File: src/rtl/dli_regs.vh
// Constants of the die-link initiator: register offsets, fields, resets.
// Included by the initiator top and its checker; nothing else defines these names.
`ifndef DLI_REGS_VH
`define DLI_REGS_VH

// APB address layout, byte addresses, 12 address bits
`define DLI_ADDR_W 12
`define DLI_WIN_CTRL 2'h0
`define DLI_WIN_BLK 2'h1
`define DLI_WIN_NBLK 2'h2

// Control set: eight word registers, word index within the set
`define DLI_IDX_CTL0 3'h0
`define DLI_IDX_STAT 3'h1
`define DLI_IDX_IST 3'h2
`define DLI_IDX_IMSK 3'h3
`define DLI_IDX_RDAT 3'h4

// Control register 0 fields
`define DLI_CTL_EN 0
`define DLI_CTL_W8 1
`define DLI_CTL_HALT 2
`define DLI_CTL_RST 3'h0

// Status register fields
`define DLI_ST_BUSY 0
`define DLI_ST_LOCK 1
`define DLI_ST_TIRQ 2

// Interrupt status and mask fields
`define DLI_IRQ_TGT 0
`define DLI_IRQ_DONE 1
`define DLI_IRQ_ERR 2
`define DLI_IRQ_RST 3'h0

// Half period of the link clock in bus clock cycles
`define DLI_LINK_HALF 4

`endif

File: src/rtl/dli_sync.v
// Two-stage synchroniser for a group of pin inputs.
// Assumes the inputs are asynchronous to clk_i.
`timescale 1ns/100ps

module dli_sync #(
   parameter W = 1
) (
   input wire clk_i,
   input wire rst_i,
   input wire [W-1:0] d_i,
   output wire [W-1:0] q_o
);

reg [W-1:0] meta_ff;
reg [W-1:0] sync_ff;

always @(posedge clk_i)
begin
   if (rst_i)
   begin
      meta_ff <= {W{1'b0}};
      sync_ff <= {W{1'b0}};
   end
   else
   begin
      meta_ff <= d_i;
      sync_ff <= meta_ff;
   end
end

assign q_o = sync_ff;

endmodule // dli_sync

File: src/rtl/dli_top.v
// Die-link initiator: APB register slave, link clock, data and irq pins.
// Assumes APB master on clk_i; stop and special mode come from clk_i logic.
//
// Contract
// - six or ten pins used, only when enabled
// - enabled interface drives link clock output
// - clock low if disabled or halted stop
// - eight-bit width: upper pins carry bits 7:4
// - four-bit or disabled releases upper pins
// - enabled: lower pins carry bits 3:0
// - enabled input data pins get pull-downs
// - target irq pin is active-high input
// - irq pin pull-down only while enabled
// - stop mode drives the used data pins low
// - disabled: clock and irq pins to GPIO
// - special mode lifts write-once locking
// - eight control registers in address space
// - blocking window stalls until link completes
// - non-blocking window releases requester early
//
// Implementation choices: the register offsets and the APB interface to the registers.
`timescale 1ns/100ps
`include "dli_regs.vh"

module dli_top #(
   parameter HALF = `DLI_LINK_HALF
) (
   input wire clk_i,
   input wire rst_i,
   input wire psel_i,
   input wire penable_i,
   input wire pwrite_i,
   input wire [`DLI_ADDR_W-1:0] paddr_i,
   input wire [31:0] pwdata_i,
   output wire [31:0] prdata_o,
   output wire pready_o,
   output wire pslverr_o,
   input wire stop_mode_i,
   input wire special_mode_i,
   output wire link_clock_pin_o,
   output wire link_clock_pin_oe_o,
   input wire [7:0] link_data_pins_i,
   output wire [7:0] link_data_pins_o,
   output wire [7:0] link_data_pins_oe_o,
   output wire [7:0] link_data_pd_o,
   input wire target_irq_pin_i,
   output wire target_irq_pd_o,
   output wire own_clock_pin_o,
   output wire own_data_lo_o,
   output wire own_data_hi_o,
   output wire own_irq_pin_o,
   output wire irq_o
);

localparam S_IDLE = 4'b0001;
localparam S_XMIT = 4'b0010;
localparam S_TURN = 4'b0100;
localparam S_RECV = 4'b1000;
localparam [31:0] PH_LAST_W = HALF - 1;
localparam [7:0] PH_LAST = PH_LAST_W[7:0];

// Configuration and software-visible state
reg [2:0] ctl_ff;
reg lock_ff;
reg [2:0] ist_ff;
reg [2:0] imsk_ff;
reg [7:0] rdat_ff;

// APB answer
reg pready_ff;
reg pslverr_ff;
reg [31:0] prdata_ff;
reg wait_ff;

// Link engine
reg [3:0] state_ff;
reg [23:0] sr_ff;
reg [2:0] cnt_ff;
reg [7:0] rx_ff;
reg [7:0] drv_ff;
reg drv_oe_ff;
reg tx_wr_ff;
reg tx_nb_ff;
reg done_ff;
reg derr_ff;
reg req_ff;
reg req_wr_ff;
reg req_nb_ff;
reg [7:0] req_addr_ff;
reg [7:0] req_data_ff;
reg [7:0] ph_ff;
reg lclk_ff;

// Pin drivers
reg clk_pin_ff;
reg clk_oe_ff;
reg [7:0] dat_o_ff;
reg [7:0] dat_oe_ff;
reg [7:0] dat_pd_ff;
reg irq_pd_ff;
reg own_clk_ff;
reg own_lo_ff;
reg own_hi_ff;
reg own_irq_ff;
reg irq_ff;

wire [8:0] pins_sync;
wire [7:0] rxs;
wire tirq_s;

dli_sync #(
   .W(9)
) u_sync (
   .clk_i(clk_i),
   .rst_i(rst_i),
   .d_i({target_irq_pin_i, link_data_pins_i}),
   .q_o(pins_sync)
);

assign rxs = pins_sync[7:0];
assign tirq_s = pins_sync[8];

wire en = ctl_ff[`DLI_CTL_EN];
wire w8 = ctl_ff[`DLI_CTL_W8];
wire gated = ~en | (stop_mode_i & ctl_ff[`DLI_CTL_HALT]);
wire fall_tick = ~gated & lclk_ff & (ph_ff == PH_LAST);
wire link_idle = state_ff[0];

// APB decode
wire [1:0] win = paddr_i[11:10];
wire [2:0] word = paddr_i[4:2];
wire ctl_hit = (win == `DLI_WIN_CTRL) & (paddr_i[9:5] == 5'h00);
wire acc = psel_i & penable_i & ~pready_ff;
wire fin = psel_i & penable_i & pready_ff & ~pslverr_ff;
wire win_ok = en & ((win == `DLI_WIN_BLK) | (win == `DLI_WIN_NBLK));
wire launch_blk = acc & win_ok & (win == `DLI_WIN_BLK) & ~wait_ff &
   ~req_ff & link_idle;
wire launch_nb = acc & win_ok & (win == `DLI_WIN_NBLK) & ~req_ff;
wire launch = launch_blk | launch_nb;
wire wr_fin = fin & pwrite_i & ctl_hit;
wire rd_fin = fin & ~pwrite_i & ctl_hit;

reg [31:0] ctl_rd;

always @*
begin
   ctl_rd = 32'h0000_0000;
   case (word)
      `DLI_IDX_CTL0: ctl_rd = {29'h0, ctl_ff};
      `DLI_IDX_STAT: ctl_rd = {29'h0, tirq_s, lock_ff, ~link_idle};
      `DLI_IDX_IST: ctl_rd = {29'h0, ist_ff};
      `DLI_IDX_IMSK: ctl_rd = {29'h0, imsk_ff};
      `DLI_IDX_RDAT: ctl_rd = {24'h0, rdat_ff};
      default: ctl_rd = 32'h0000_0000;
   endcase
end

// APB answer: one wait state for control, link-paced for blocking window
always @(posedge clk_i)
begin
   if (rst_i)
   begin
      pready_ff <= 1'b0;
      pslverr_ff <= 1'b0;
      prdata_ff <= 32'h0000_0000;
      wait_ff <= 1'b0;
   end
   else
   begin
      pready_ff <= 1'b0;
      pslverr_ff <= 1'b0;
      if (acc)
      begin
         if (win == `DLI_WIN_CTRL)
         begin
            pready_ff <= 1'b1;
            pslverr_ff <= ~ctl_hit;
            prdata_ff <= ctl_hit ? ctl_rd : 32'h0000_0000;
         end
         else if (~win_ok)
         begin
            pready_ff <= 1'b1;
            pslverr_ff <= 1'b1;
            prdata_ff <= 32'h0000_0000;
         end
         else if (win == `DLI_WIN_BLK)
         begin
            if (launch_blk)
               wait_ff <= 1'b1;
            else if (wait_ff & done_ff)
            begin
               pready_ff <= 1'b1;
               pslverr_ff <= derr_ff;
               prdata_ff <= {24'h0, tx_wr_ff ? 8'h00 : rx_ff};
               wait_ff <= 1'b0;
            end
         end
         else if (launch_nb)
         begin
            pready_ff <= 1'b1;
            prdata_ff <= 32'h0000_0000;
         end
      end
      else if (~psel_i)
         wait_ff <= 1'b0;
   end
end

// Control register 0 write-once outside special mode, mask always writable
always @(posedge clk_i)
begin
   if (rst_i)
   begin
      ctl_ff <= `DLI_CTL_RST;
      lock_ff <= 1'b0;
      imsk_ff <= `DLI_IRQ_RST;
   end
   else if (wr_fin)
   begin
      if (word == `DLI_IDX_CTL0 & (~lock_ff | special_mode_i))
      begin
         ctl_ff <= pwdata_i[2:0];
         lock_ff <= ~special_mode_i;
      end
      if (word == `DLI_IDX_IMSK)
         imsk_ff <= pwdata_i[2:0];
   end
end

// Sticky events; only bits seen by the read are cleared, set wins
wire [2:0] ist_set = {done_ff & derr_ff, done_ff & tx_nb_ff & ~derr_ff,
   en & tirq_s};
wire [2:0] ist_clr = (rd_fin & word == `DLI_IDX_IST) ?
   prdata_ff[2:0] : 3'h0;

always @(posedge clk_i)
begin
   if (rst_i)
   begin
      ist_ff <= `DLI_IRQ_RST;
      irq_ff <= 1'b0;
   end
   else
   begin
      ist_ff <= (ist_ff & ~ist_clr) | ist_set;
      irq_ff <= |(ist_ff & imsk_ff);
   end
end

// Link clock divider, held low when gated
always @(posedge clk_i)
begin
   if (rst_i | gated)
   begin
      ph_ff <= 8'h00;
      lclk_ff <= 1'b0;
   end
   else if (ph_ff == PH_LAST)
   begin
      ph_ff <= 8'h00;
      lclk_ff <= ~lclk_ff;
   end
   else
      ph_ff <= ph_ff + 8'h01;
end

// Link frame: command, address, then write data or turnaround and read
wire [23:0] ld = {req_wr_ff, 7'h00, req_addr_ff, req_data_ff};
wire [7:0] rx_nxt = w8 ? rxs : {rx_ff[3:0], rxs[3:0]};

always @(posedge clk_i)
begin
   if (rst_i)
   begin
      state_ff <= S_IDLE;
      sr_ff <= 24'h00_0000;
      cnt_ff <= 3'h0;
      rx_ff <= 8'h00;
      rdat_ff <= 8'h00;
      drv_ff <= 8'h00;
      drv_oe_ff <= 1'b0;
      tx_wr_ff <= 1'b0;
      tx_nb_ff <= 1'b0;
      done_ff <= 1'b0;
      derr_ff <= 1'b0;
      req_ff <= 1'b0;
      req_wr_ff <= 1'b0;
      req_nb_ff <= 1'b0;
      req_addr_ff <= 8'h00;
      req_data_ff <= 8'h00;
   end
   else
   begin
      done_ff <= 1'b0;
      if (launch)
      begin
         req_ff <= 1'b1;
         req_wr_ff <= pwrite_i;
         req_nb_ff <= launch_nb;
         req_addr_ff <= paddr_i[9:2];
         req_data_ff <= pwdata_i[7:0];
      end
      if (~en)
      begin
         req_ff <= 1'b0;
         drv_oe_ff <= 1'b0;
         state_ff <= S_IDLE;
         if (~link_idle)
         begin
            done_ff <= 1'b1;
            derr_ff <= 1'b1;
         end
      end
      else if (fall_tick)
      begin
         case (state_ff)
            S_IDLE:
            begin
               if (req_ff)
               begin
                  req_ff <= 1'b0;
                  tx_wr_ff <= req_wr_ff;
                  tx_nb_ff <= req_nb_ff;
                  derr_ff <= 1'b0;
                  drv_oe_ff <= 1'b1;
                  drv_ff <= w8 ? ld[23:16] : {4'h0, ld[23:20]};
                  sr_ff <= w8 ? {ld[15:0], 8'h00} : {ld[19:0], 4'h0};
                  if (req_wr_ff)
                     cnt_ff <= w8 ? 3'h2 : 3'h5;
                  else
                     cnt_ff <= w8 ? 3'h1 : 3'h3;
                  state_ff <= S_XMIT;
               end
            end
            S_XMIT:
            begin
               if (cnt_ff == 3'h0)
               begin
                  drv_oe_ff <= 1'b0;
                  if (tx_wr_ff)
                  begin
                     done_ff <= 1'b1;
                     state_ff <= S_IDLE;
                  end
                  else
                     state_ff <= S_TURN;
               end
               else
               begin
                  drv_ff <= w8 ? sr_ff[23:16] : {4'h0, sr_ff[23:20]};
                  sr_ff <= w8 ? {sr_ff[15:0], 8'h00} :
                     {sr_ff[19:0], 4'h0};
                  cnt_ff <= cnt_ff - 3'h1;
               end
            end
            S_TURN:
            begin
               cnt_ff <= w8 ? 3'h0 : 3'h1;
               state_ff <= S_RECV;
            end
            S_RECV:
            begin
               rx_ff <= rx_nxt;
               if (cnt_ff == 3'h0)
               begin
                  rdat_ff <= rx_nxt;
                  done_ff <= 1'b1;
                  state_ff <= S_IDLE;
               end
               else
                  cnt_ff <= cnt_ff - 3'h1;
            end
            default:
               state_ff <= S_IDLE;
         endcase
      end
   end
end

// Pin ownership, direction, pull-downs
wire [7:0] lanes = en ? (w8 ? 8'hFF : 8'h0F) : 8'h00;
wire halt_dat = en & stop_mode_i;
wire [7:0] oe_nxt = halt_dat ? lanes : ({8{drv_oe_ff}} & lanes);

always @(posedge clk_i)
begin
   if (rst_i)
   begin
      clk_pin_ff <= 1'b0;
      clk_oe_ff <= 1'b0;
      dat_o_ff <= 8'h00;
      dat_oe_ff <= 8'h00;
      dat_pd_ff <= 8'h00;
      irq_pd_ff <= 1'b0;
      own_clk_ff <= 1'b0;
      own_lo_ff <= 1'b0;
      own_hi_ff <= 1'b0;
      own_irq_ff <= 1'b0;
   end
   else
   begin
      clk_pin_ff <= lclk_ff;
      clk_oe_ff <= en;
      dat_o_ff <= halt_dat ? 8'h00 : (drv_ff & lanes);
      dat_oe_ff <= oe_nxt;
      dat_pd_ff <= lanes & ~oe_nxt;
      irq_pd_ff <= en;
      own_clk_ff <= en;
      own_irq_ff <= en;
      own_lo_ff <= en;
      own_hi_ff <= en & w8;
   end
end

assign prdata_o = prdata_ff;
assign pready_o = pready_ff;
assign pslverr_o = pslverr_ff;
assign link_clock_pin_o = clk_pin_ff;
assign link_clock_pin_oe_o = clk_oe_ff;
assign link_data_pins_o = dat_o_ff;
assign link_data_pins_oe_o = dat_oe_ff;
assign link_data_pd_o = dat_pd_ff;
assign target_irq_pd_o = irq_pd_ff;
assign own_clock_pin_o = own_clk_ff;
assign own_data_lo_o = own_lo_ff;
assign own_data_hi_o = own_hi_ff;
assign own_irq_pin_o = own_irq_ff;
assign irq_o = irq_ff;

endmodule // dli_top

File: config.mk
export PLATFORM = sky130hd
export DESIGN_NAME = dli_top
export DESIGN_NICKNAME = d
export VERILOG_FILES = /design/src/rtl/dli_sync.v /design/src/rtl/dli_top.v
export VERILOG_INCLUDE_DIRS = /design/src /design/src/rtl
export SDC_FILE = /design/constraint.sdc
export NUM_CORES = 1
export LEC_CHECK = 0
export BUFFER_PORTS_ARGS = -buffer_cell sky130_fd_sc_hd__buf_2
export CAP_MARGIN = 30
export CORE_MARGIN = 2
export CORE_UTILIZATION = 24
export CTS_CLUSTER_DIAMETER = 40
export DETAILED_ROUTE_END_ITERATION = 12
export HOLD_SLACK_MARGIN = 0.05
export MAX_ROUTING_LAYER = met4
export PLACE_DENSITY_LB_ADDON = 0.25
export SLEW_MARGIN = 10
export SYNTH_ARGS = -nofsm -noshare
export SYNTH_HDL_FRONTEND = slang
export SYNTH_HIERARCHICAL = 1
export SYNTH_SLANG_ARGS = --single-unit
File: constraint.sdc
create_clock -name clk_i -period 5.3 [get_ports clk_i]
set_input_delay 0.795 -clock clk_i [delete_from_list [all_inputs] [get_ports clk_i]]
set_output_delay 0.795 -clock clk_i [all_outputs]
set_load 0.02 [all_outputs]
# ---- Word-level counts from Yosys, hierarchy flattened
# Index checks and enable logic that the tools add are counted.
dict set report totals {
  output_inout_bits 66
  inputBits 60
  register_bits 179
  word_cells 218
}
dict set report classes {
  n_addsub 2
  reduce_logical 24
  eq_ne 28
  bitwise_logic 56
  muxes 73
}
# operator n
set op_table {}
lappend op_table {{32-bit two-way mux} 7}
lappend op_table {{24-bit two-way mux} 4}
lappend op_table {{8-bit two-way mux} 9}
lappend op_table {{24-bit case mux with 2 select lines} 1}
lappend op_table {{8-bit case mux with 5 select lines} 1}
lappend op_table {{1-bit two-way mux} 36}
lappend op_table {{1-bit AND} 29}
lappend op_table {{8-bit AND} 3}
lappend op_table {{4-bit AND reduction} 6}
lappend op_table {{3-bit two-way mux} 6}
lappend op_table {{4-bit case mux with 4 select lines} 1}
lappend op_table {{8-bit case mux with 2 select lines} 1}
lappend op_table {{5-bit AND reduction} 3}
lappend op_table {{2-bit inequality test (second input constant)} 7}
lappend op_table {{1-bit NOT} 14}
lappend op_table {{4-bit two-way mux} 3}
lappend op_table {{2-bit by 1-bit inequality test with 1-bit output (second input constant)} 6}
lappend op_table {{2-bit OR reduction} 5}
lappend op_table {{3-bit case mux with 3 select lines} 1}
lappend op_table {{8-bit by 1-bit adder with 8-bit output (second input constant)} 1}
lappend op_table {{8-bit by 2-bit equality test with 1-bit output (second input constant)} 1}
lappend op_table {{8-bit NOT} 1}
lappend op_table {{3-bit AND} 2}
lappend op_table {{3-bit by 2-bit equality test with 1-bit output (second input constant)} 2}
lappend op_table {{other kinds (26)} 33}

# ---- Depth between registers and ports, before layout
# Gate-level depths: netlist of run 1.
dict set report logic_depth {
  word_depth 13
  mapped_depth 9
  ltp_nobuf 7
}

# ---- Hierarchy
# Netlist of run 1, hierarchy kept.
# mod seq_area_each_um2 instances cells_per_inst area_each_um2
set modules_own_cells {}
lappend modules_own_cells {dli_top 2422.3 1 667 5828.1}
lappend modules_own_cells {dli_sync 360.3 1 37 489.2}

# ---- Least setup slack after synthesis of run 1
# OpenSTA, ideal clock, no wires.
dict set report synth_timing {
  path_type {input port to flip-flop}
  start {in paddr_i[10]}
  end {reg prdata_ff[0], in the netlist prdata_o[0]}
  arrival_time_ps 2203
  path_slack_ps 2964
  setup_time_ps 133
  n_path_buf 0
  cell_stages 7
  required_time_ps 5167
  path_cell_list {inv_1 > ha_1 > and3b_1 > nand3b_1 > a311o_1 > a2111oi_0 > nor3_1}
}
dict set report synth_between {
  elab_chain_len 10
  word_cells_on_any_way 21
  cone_classes {eq/ne (5); mux (4); bitwise (10); reduce/logical (2)}
}
# element line_no
set synth_lines {}
lappend synth_lines {{start, declared} dli_top.v:33} ;# input wire [`DLI_ADDR_W-1:0] paddr_i,
lappend synth_lines {{2-bit by 1-bit equality test with 1-bit output (no source line) / 2-bit equality test (equally long branches)} -}
lappend synth_lines {{1-bit OR} dli_top.v:135} ;# wire win_ok = en & ((win == `DLI_WIN_BLK) | (win == `DLI_WIN_NBLK));
lappend synth_lines {{1-bit AND} dli_top.v:135}
lappend synth_lines {{1-bit AND} {dli_top.v:136, dli_top.v:138}}
lappend synth_lines {{1-bit AND (4 in a row)} dli_top.v:136} ;# wire launch_blk = acc & win_ok & (win == `DLI_WIN_BLK) & ~wait_ff &
lappend synth_lines {{4-bit by 3-bit inequality test with 1-bit output (no source line)} -}
lappend synth_lines {{4-bit AND reduction (no source line)} -}
lappend synth_lines {{end signal, assigned} dli_top.v:178} ;# prdata_ff <= ctl_hit ? ctl_rd : 32'h0000_0000;
lappend synth_lines {{end signal, assigned} dli_top.v:194} ;# prdata_ff <= {24'h0, tx_wr_ff ? 8'h00 : rx_ff};
lappend synth_lines {{end, declared} dli_top.v:72} ;# reg [31:0] prdata_ff;
# Several ways; a longest one is shown, not always the timed one.
# A chain may end at the register's enable or synchronous reset.

# ---- Worst setup path in the final report of run 1
dict set report layout_timing {
  start {reg ph_ff[0]}
  end {reg rdat_ff[4]}
}
dict set report layout_between {
  elab_chain_len 3
}
# element line_no
set layout_lines {}
lappend layout_lines {{start, declared} dli_top.v:91} ;# reg [7:0] ph_ff;
lappend layout_lines {{start signal, assigned} dli_top.v:264} ;# ph_ff <= ph_ff + 8'h01;
lappend layout_lines {{8-bit by 2-bit equality test with 1-bit output} dli_top.v:126} ;# wire fall_tick = ~gated & lclk_ff & (ph_ff == PH_LAST);
lappend layout_lines {{1-bit AND} dli_top.v:126}
lappend layout_lines {{4-bit AND reduction (no source line)} -}
lappend layout_lines {{end signal, assigned} dli_top.v:366} ;# rdat_ff <= rx_nxt;
lappend layout_lines {{end, declared} dli_top.v:67} ;# reg [7:0] rdat_ff;
# No other way between the ends.

==> results of run 1 <==
==> final cells by class <==
| cell class | count | share of cell area |
|---|---|---|
| clock inverters | 14 | 0.0175 |
| multi-input cells | 492 | 0.419 |
| clock buffers | 18 | 0.0602 |
| repair buffers | 82 | 0.0587 |
| inverters | 11 | 0.00566 |
| flip-flops and latches | 139 | 0.382 |
| well taps | 335 | 0.0575 |
==> worst max-delay path: stages, from the launching register on <==
cell	delay, ps
dfxtp_1	390
ha_1	270
nor4b_4	280
and4b_1	430
and3_1	580
mux2_2	400
nor2_1	80
==> cells by family (layout without fill, tap and decap cells) <==
logic type,count (synthesis),after routing,share of synthesized area
AO/OA/AOI/OAI,92,92,0.0996
XOR/XNOR,8,8,0.0111
flip-flops,139,139,0.440
adder cells (fa/ha/maj),9,9,0.0178
multiplexers,62,62,0.0998
AND/OR/NAND/NOR,297,297,0.239
buffers and inverters,96,125,0.0911
other,1,24,0.000594
==> power by group through the flow <==
stage | logic [mW] | registers, mW | clock network (mW)
detailed placement | 0.0881 | 1.08 | 0
global route | 0.0963 | 1.06 | 1.23
global placement | 0.0879 | 1.08 | 0
CTS | 0.0882 | 1.06 | 1.19
finish | 0.0871 | 1.06 | 1.15
floorplan | 0.0649 | 1.09 | 0
==> routing by layer <==
metal	wire (um)	global-route usage
met5	0	-
met3	597	0.0219
met2	6790	0.174
met4	183	0.0427
met1	7740	0.159
==> cell usage in the layout (no fill, tap or decap), types with 8 or more instances in the layout <==
master and count:
o21ai_0 14, conb_1 24, and3_1 13, mux2_2 8, ha_1 9, a311oi_1 10
nand2_1 57, mux2i_1 54, nor3_1 32, buf_2 74, nor2b_1 16, dfxtp_1 139
nand2b_1 11, nand3_1 31, inv_1 10, clkbuf_16 17, nor2_1 92, a21oi_1 32
==> registers in the layout, summed over array words and instances, names as in the netlist, 4 cells and up <==
register / flops
sr_ff: 20
u_sync/meta_ff: 9
u_sync/q_o: 9
drv_ff: 8
link_data_pins_o: 8
ph_ff: 8
prdata_o: 8
rdat_ff: 8
req_addr_ff: 8
req_data_ff: 8
rx_ff: 8
state_ff: 4
==> worst max path at each step <==
| stage | startpoint | to | depth (start not counted) |
|---|---|---|---|
| finish | ph_ff[0]$_SDFF_PP0_ | rdat_ff[4]$_SDFFE_PP0P_ | 6 |
| global route | ph_ff[0]$_SDFF_PP0_ | rdat_ff[4]$_SDFFE_PP0P_ | 6 |
| CTS | state_ff[0]$_SDFFE_PP1P_ | cnt_ff[2]$_SDFFE_PP0P_ | 4 |
| detailed placement | paddr_i[11] | prdata_o[1]$_SDFFE_PP0P_ | 8 |
| global placement | paddr_i[11] | prdata_o[1]$_SDFFE_PP0P_ | 8 |
| floorplan | paddr_i[10] | prdata_o[0]$_SDFFE_PP0P_ | 7 |
==> per-stage QoR <==
| stage | util | setup WS, ps |
|---|---|---|
| floorplan | - | 2960 |
| global placement | 0.259 | 2570 |
| detailed placement | 0.259 | 2550 |
| CTS | 0.280 | 2740 |
| global route | 0.281 | 2550 |
| finish | 0.281 | 2810 |
==> results.ini, run 1 <==
[setup_path]
setup.worst_path.end_class = flip-flop
r2r-start = ph_ff[0]$_SDFF_PP0_
crit_path_start_kind = flip-flop
path_class = reg -> reg
r2r_cells = 6
worstPathMaxFanout = 9
worstPathArrival_ps = 2850
cp_data_required_time_ps = 5670
r2r_slack_ps = 2810
regToRegEndpoint = rdat_ff[4]$_SDFFE_PP0P_

[floorplan]
core_area_sq_um = 26000
die_h_um = 166
dieWidth_um = 166
fp-row-count = 59
initial_core_util = 0.243
io_pins = 126
die-area_sq_um = 27600

[cells_and_area]
final_area_sq_um = 7290
layout-drive-gt1-share = 0.179
fillers = 2813
syn_to_final_growth_pct = 15.4
num_antenna_cells = 0
final_cells = 1091
fin_nets = 812
multi_input_area_sq_um = 3060
register_area_sq_um = 2780

[synth]
async_flop_share = 0
synth_top_area_cell = dfxtp_1
ys_types = 60
yosysMostFrequentCell = dfxtp_1
postSynthCellCount = 704
ys_seq_elements = 139
ys_warn_count = 6
postSynthAreaPerCell_sq_um = 8.97
synth_enable_flop_cells = 0
yosys.area.top_type_share = 0.440
synthTopCellsByArea = dfxtp_1 44%, mux2i_1 8.6%, nor2_1 5.5%, buf_4 5.3%, nand2_1 3.4%
synth_seq_area_share = 0.440
synth_ff_type = dfxtp_1
ys_top_cells_by_count = 139 x dfxtp_1, 92 x nor2_1, 57 x nand2_1, 54 x mux2i_1, 45 x buf_4
syn_area_sq_um = 6320

[timing]
hold_slack_ps = 430
period_share = 0.470
skew_ps = 11.1
fin_crit_ps = 2490
fin_tns_setup_ps = 0
tightest_slew_ps = 826
drv_slew = 0
setup_viol = 0
finalHoldViolCount = 0
slew_headroom = 0.442
rsz0062_at_grt = false
maxClockFrequency_mhz = 402

[clock_tree]
postCtsSetupRepairBufs = 0
h-tree-depth = 4
root_buffer = clkbuf_16
cts.sinks = 139
cts_hold_buf = 0
clock_path_buffers = 2
cts_tree = yes
numCtsBuffers = 17
ctsResizeCount = 0
clkLatencyLatePin_ps = 430
cts.clk_slew.worst_paths_ps = 70

[power]
swShare = 0.255
pwr-share-comb = 0.038
vdd_drop_max_v = 0.000146
p_seq_frac = 0.461
leakage_nw = 2.95
power_density_nw_per_um2 = 315
intPower_mw = 1.71
p_total_mw = 2.30
clkPwrFrac = 0.501
p_switching_uw = 586

[global_route]
grt_first_pass_wirelength_um = 25300
grt_pass1_vias = 4689
grt-ovfl-total = 0
grt_max_degree = 60
grt_usage = 0.117
antenna_found_initial = 0

[worst_hold_path]
min_to = u_sync/q_o[3]$_SDFF_PP0_
hold_depth = 1
hold_start = u_sync/meta_ff[3]$_SDFF_PP0_
hold_path.class = reg -> reg

[detailed_routing]
drc_errors = 0
drtIter0Drc = 279
antenna_left = 0
totalWireLength_um = 15300
vias = 4851
wl_per_cell_um = 14.0
avgViaCountPerCell = 4.45
first_pass_iters = 4

[placement]
gp_congestion = 0.800
post_dp_cell_area_sq_um = 6720
portBuffers = 75
placedCellCount = 1058
dp_hpwl_um = 10300

[job]
drv_cap = 0

[status]
run_status = complete, no violations

No activity file was read; power rests on OpenSTA's default activity.
==> inputs of run 2 (changes only) <==
==> constraint.sdc (replaced) <==
create_clock -name clk_i -period 2.45 [get_ports clk_i]
set_input_delay 0.3675 -clock clk_i [delete_from_list [all_inputs] [get_ports clk_i]]
set_output_delay 0.3675 -clock clk_i [all_outputs]
set_load 0.02 [all_outputs]
==> run 2 against run 1 <==
Via count up 1.8%. Global-route usage about the same. Flip-flop and latch count unchanged. Sequential share of layout area down 0.76 points. Total power up 120%. Non-clock buffer count up 15. Final cell count up 1.4%. Clock skew up 11 ps. Count of clock-buffer cells in the layout unchanged. Combinational power up 120%. Critical path type unchanged.
==> results.ini, run 2 (same netlist as run 1, synthesis figures left out) <==
[floorplan]
fp-row-count = 59  ; unchanged
dieWidth_um = 166  ; unchanged
initial_core_util = 0.243  ; unchanged
die-area_sq_um = 27600  ; unchanged
core_area_sq_um = 26000  ; unchanged
io_pins = 126  ; unchanged
die_h_um = 166  ; unchanged

[timing]
period_share = 0.915  ; was 0.470
maxClockFrequency_mhz = 446  ; was 402 MHz
fin_tns_setup_ps = 0  ; unchanged
setup_slack_ps = 209  ; was 2810 ps
finalHoldViolCount = 0  ; unchanged
rsz0062_at_grt = false  ; unchanged
drv_slew = 0  ; unchanged
slew_headroom = 0.581  ; was 0.442
tightest_slew_ps = 628  ; was 826 ps
skew_ps = 21.6  ; was 11.1 ps
setup_viol = 0  ; unchanged
fin_crit_ps = 2240  ; was 2490 ps

[clock_tree]
cts.sinks = 139  ; unchanged
numCtsBuffers = 17  ; unchanged
cts_hold_buf = 0  ; unchanged
cts.clk_slew.worst_paths_ps = 70  ; about the same
h-tree-depth = 4  ; unchanged
root_buffer = clkbuf_16  ; unchanged
clock_path_buffers = 2  ; unchanged
cts_tree = yes  ; unchanged
clkLatencyLatePin_ps = 440  ; was 430 ps
ctsResizeCount = 0  ; unchanged
postCtsSetupRepairBufs = 0  ; unchanged

[global_route]
grt_usage = 0.117  ; about the same
grt_pass1_vias = 4630  ; was 4,689
grt-ovfl-total = 0  ; unchanged
antenna_found_initial = 0  ; unchanged
grt_first_pass_wirelength_um = 25200  ; was 25,300 um
grt_max_degree = 114  ; was 60

[power]
intPower_mw = 3.71  ; was 1.71 mW
leakage_nw = 3.03  ; was 2.95 nW
p_switching_mw = 1.26  ; was 586 uW
swShare = 0.254  ; was 0.255
p_seq_frac = 0.462  ; was 0.461
vdd_drop_max_v = 0.000345  ; was 0.000146 V
pwr-share-comb = 0.039  ; was 0.038
clkPwrFrac = 0.500  ; was 0.501
power_density_nw_per_um2 = 667  ; was 315 nW/um^2

[setup_path]
regToRegEndpoint = rdat_ff[5]$_SDFFE_PP0P_  ; was rdat_ff[4]$_SDFFE_PP0P_
cp_data_required_time_ps = 2820  ; was 5670 ps
r2r-start = ph_ff[0]$_SDFF_PP0_  ; unchanged
worstPathArrival_ps = 2610  ; was 2850 ps
r2r_slack_ps = 210  ; was 2810 ps
crit_start = ph_ff[0]$_SDFF_PP0_  ; unchanged
path_class = reg -> reg  ; unchanged
setup.worst_path.end_class = flip-flop  ; unchanged
worstPathMaxFanout = 9  ; unchanged
crit_path_start_kind = flip-flop  ; unchanged
r2r_cells = 7  ; was 6
setup.worst_path.end = rdat_ff[5]$_SDFFE_PP0P_  ; was rdat_ff[4]$_SDFFE_PP0P_

[job]
drv_cap = 0  ; unchanged

[worst_hold_path]
hold_path.class = in -> reg  ; was reg -> reg

[detailed_routing]
first_pass_iters = 5  ; was 4
antenna_left = 0  ; unchanged
avgViaCountPerCell = 4.46  ; was 4.45
drtIter0Drc = 380  ; was 279
totalWireLength_um = 15500  ; was 15,300 um
vias = 4938  ; was 4,851
drc_errors = 0  ; unchanged
wl_per_cell_um = 14.0  ; about the same

[cells_and_area]
syn_to_final_growth_pct = 17.8  ; was 15.4%
regMostFlops = sr_ff  ; unchanged
mostFrequentLayoutCells = 139 x dfxtp_1, 92 x nor2_1, 74 x buf_2, 57 x nand2_1, 54 x mux2i_1  ; unchanged
layout-drive-gt1-share = 0.195  ; was 0.179
num_antenna_cells = 0  ; unchanged
final_util = 0.286  ; was 0.281
layout_commonest_cell = dfxtp_1  ; unchanged
fin_nets = 827  ; was 812
largest_reg_flops = 20  ; unchanged

[status]
run_status = complete, no violations  ; unchanged

[placement]
dp_hpwl_um = 10600  ; was 10,300 um
dp_worst_setup_slack_ps = 163  ; was 2550 ps
gp_congestion = 0.766  ; was 0.800
portBuffers = 75  ; unchanged

run 2: changes by cell type in the layout (fill, tap and decap cells not counted), sizes merged:
cell and delta:
inv +2, buf +16, clkinv -3, clkinvlp +1, clkbuf -1
run 2: how the worst min path moves through the flow:
stage          depth (start not counted)                    startpoint  slack (ps)                           end
4_1_cts                                2              target_irq_pin_i         110  u_sync/meta_ff[8]$_SDFF_PP0_
6_report                               2              target_irq_pin_i         140  u_sync/meta_ff[8]$_SDFF_PP0_
2_1_floorplan                          1  u_sync/meta_ff[0]$_SDFF_PP0_         410      u_sync/q_o[0]$_SDFF_PP0_
5_1_grt                                2              target_irq_pin_i         120  u_sync/meta_ff[8]$_SDFF_PP0_
3_5_place_dp                           1  u_sync/meta_ff[3]$_SDFF_PP0_         420      u_sync/q_o[3]$_SDFF_PP0_
3_3_place_gp                           1  u_sync/meta_ff[8]$_SDFF_PP0_         410      u_sync/q_o[8]$_SDFF_PP0_
run 2: metrics by stage:
step / cell area, sq um / cells / power (mW) / hold WS [ps]
final: 7440 / 1106 / 4.97 / 138
after CTS: 7440 / 1106 / 5.06 / 114
after global placement: 6880 / 1074 / 2.54 / 414
after global routing: 7440 / 1106 / 5.18 / 122
after floorplan: 6400 / 727 / 2.49 / 411
after detailed placement: 6880 / 1074 / 2.54 / 419
run 2: critical path: stages, from the launching register on:
cell and delay, ps:
dfxtp_1 390, ha_1 280, nor4b_4 280, and4b_1 410, and3_1 270, buf_12 160, mux2_2 330, nor2_1 70
run 2: layout make-up:
type	count	area, sq um
Clock buffer	18	439
Clock inverter	14	123
Fill cell	2813	18500
Inverter	11	41.3
Multi-Input combinational cell	492	3060
Sequential cell	139	2780
Tap cell	335	419
Timing Repair Buffer	97	581
run 2: power by group through the flow:
stage | Clock (mW) | Combinational (mW) | Sequential [mW]
finish | 2.48 | 0.193 | 2.29
floorplan | 0 | 0.140 | 2.35
global route | 2.67 | 0.212 | 2.29
detailed placement | 0 | 0.194 | 2.34
global placement | 0 | 0.193 | 2.34
CTS | 2.57 | 0.195 | 2.29
run 2: layer usage:
metal	part of all wire	vias up	wire length, um	global-route usage
li1	-	2493	-	-
met1	0.50	2319	7740	0.159
met2	0.45	114	7020	0.172
met3	0.037	12	573	0.0267
met4	0.010	0	157	0.0405
met5	0	-	0	-
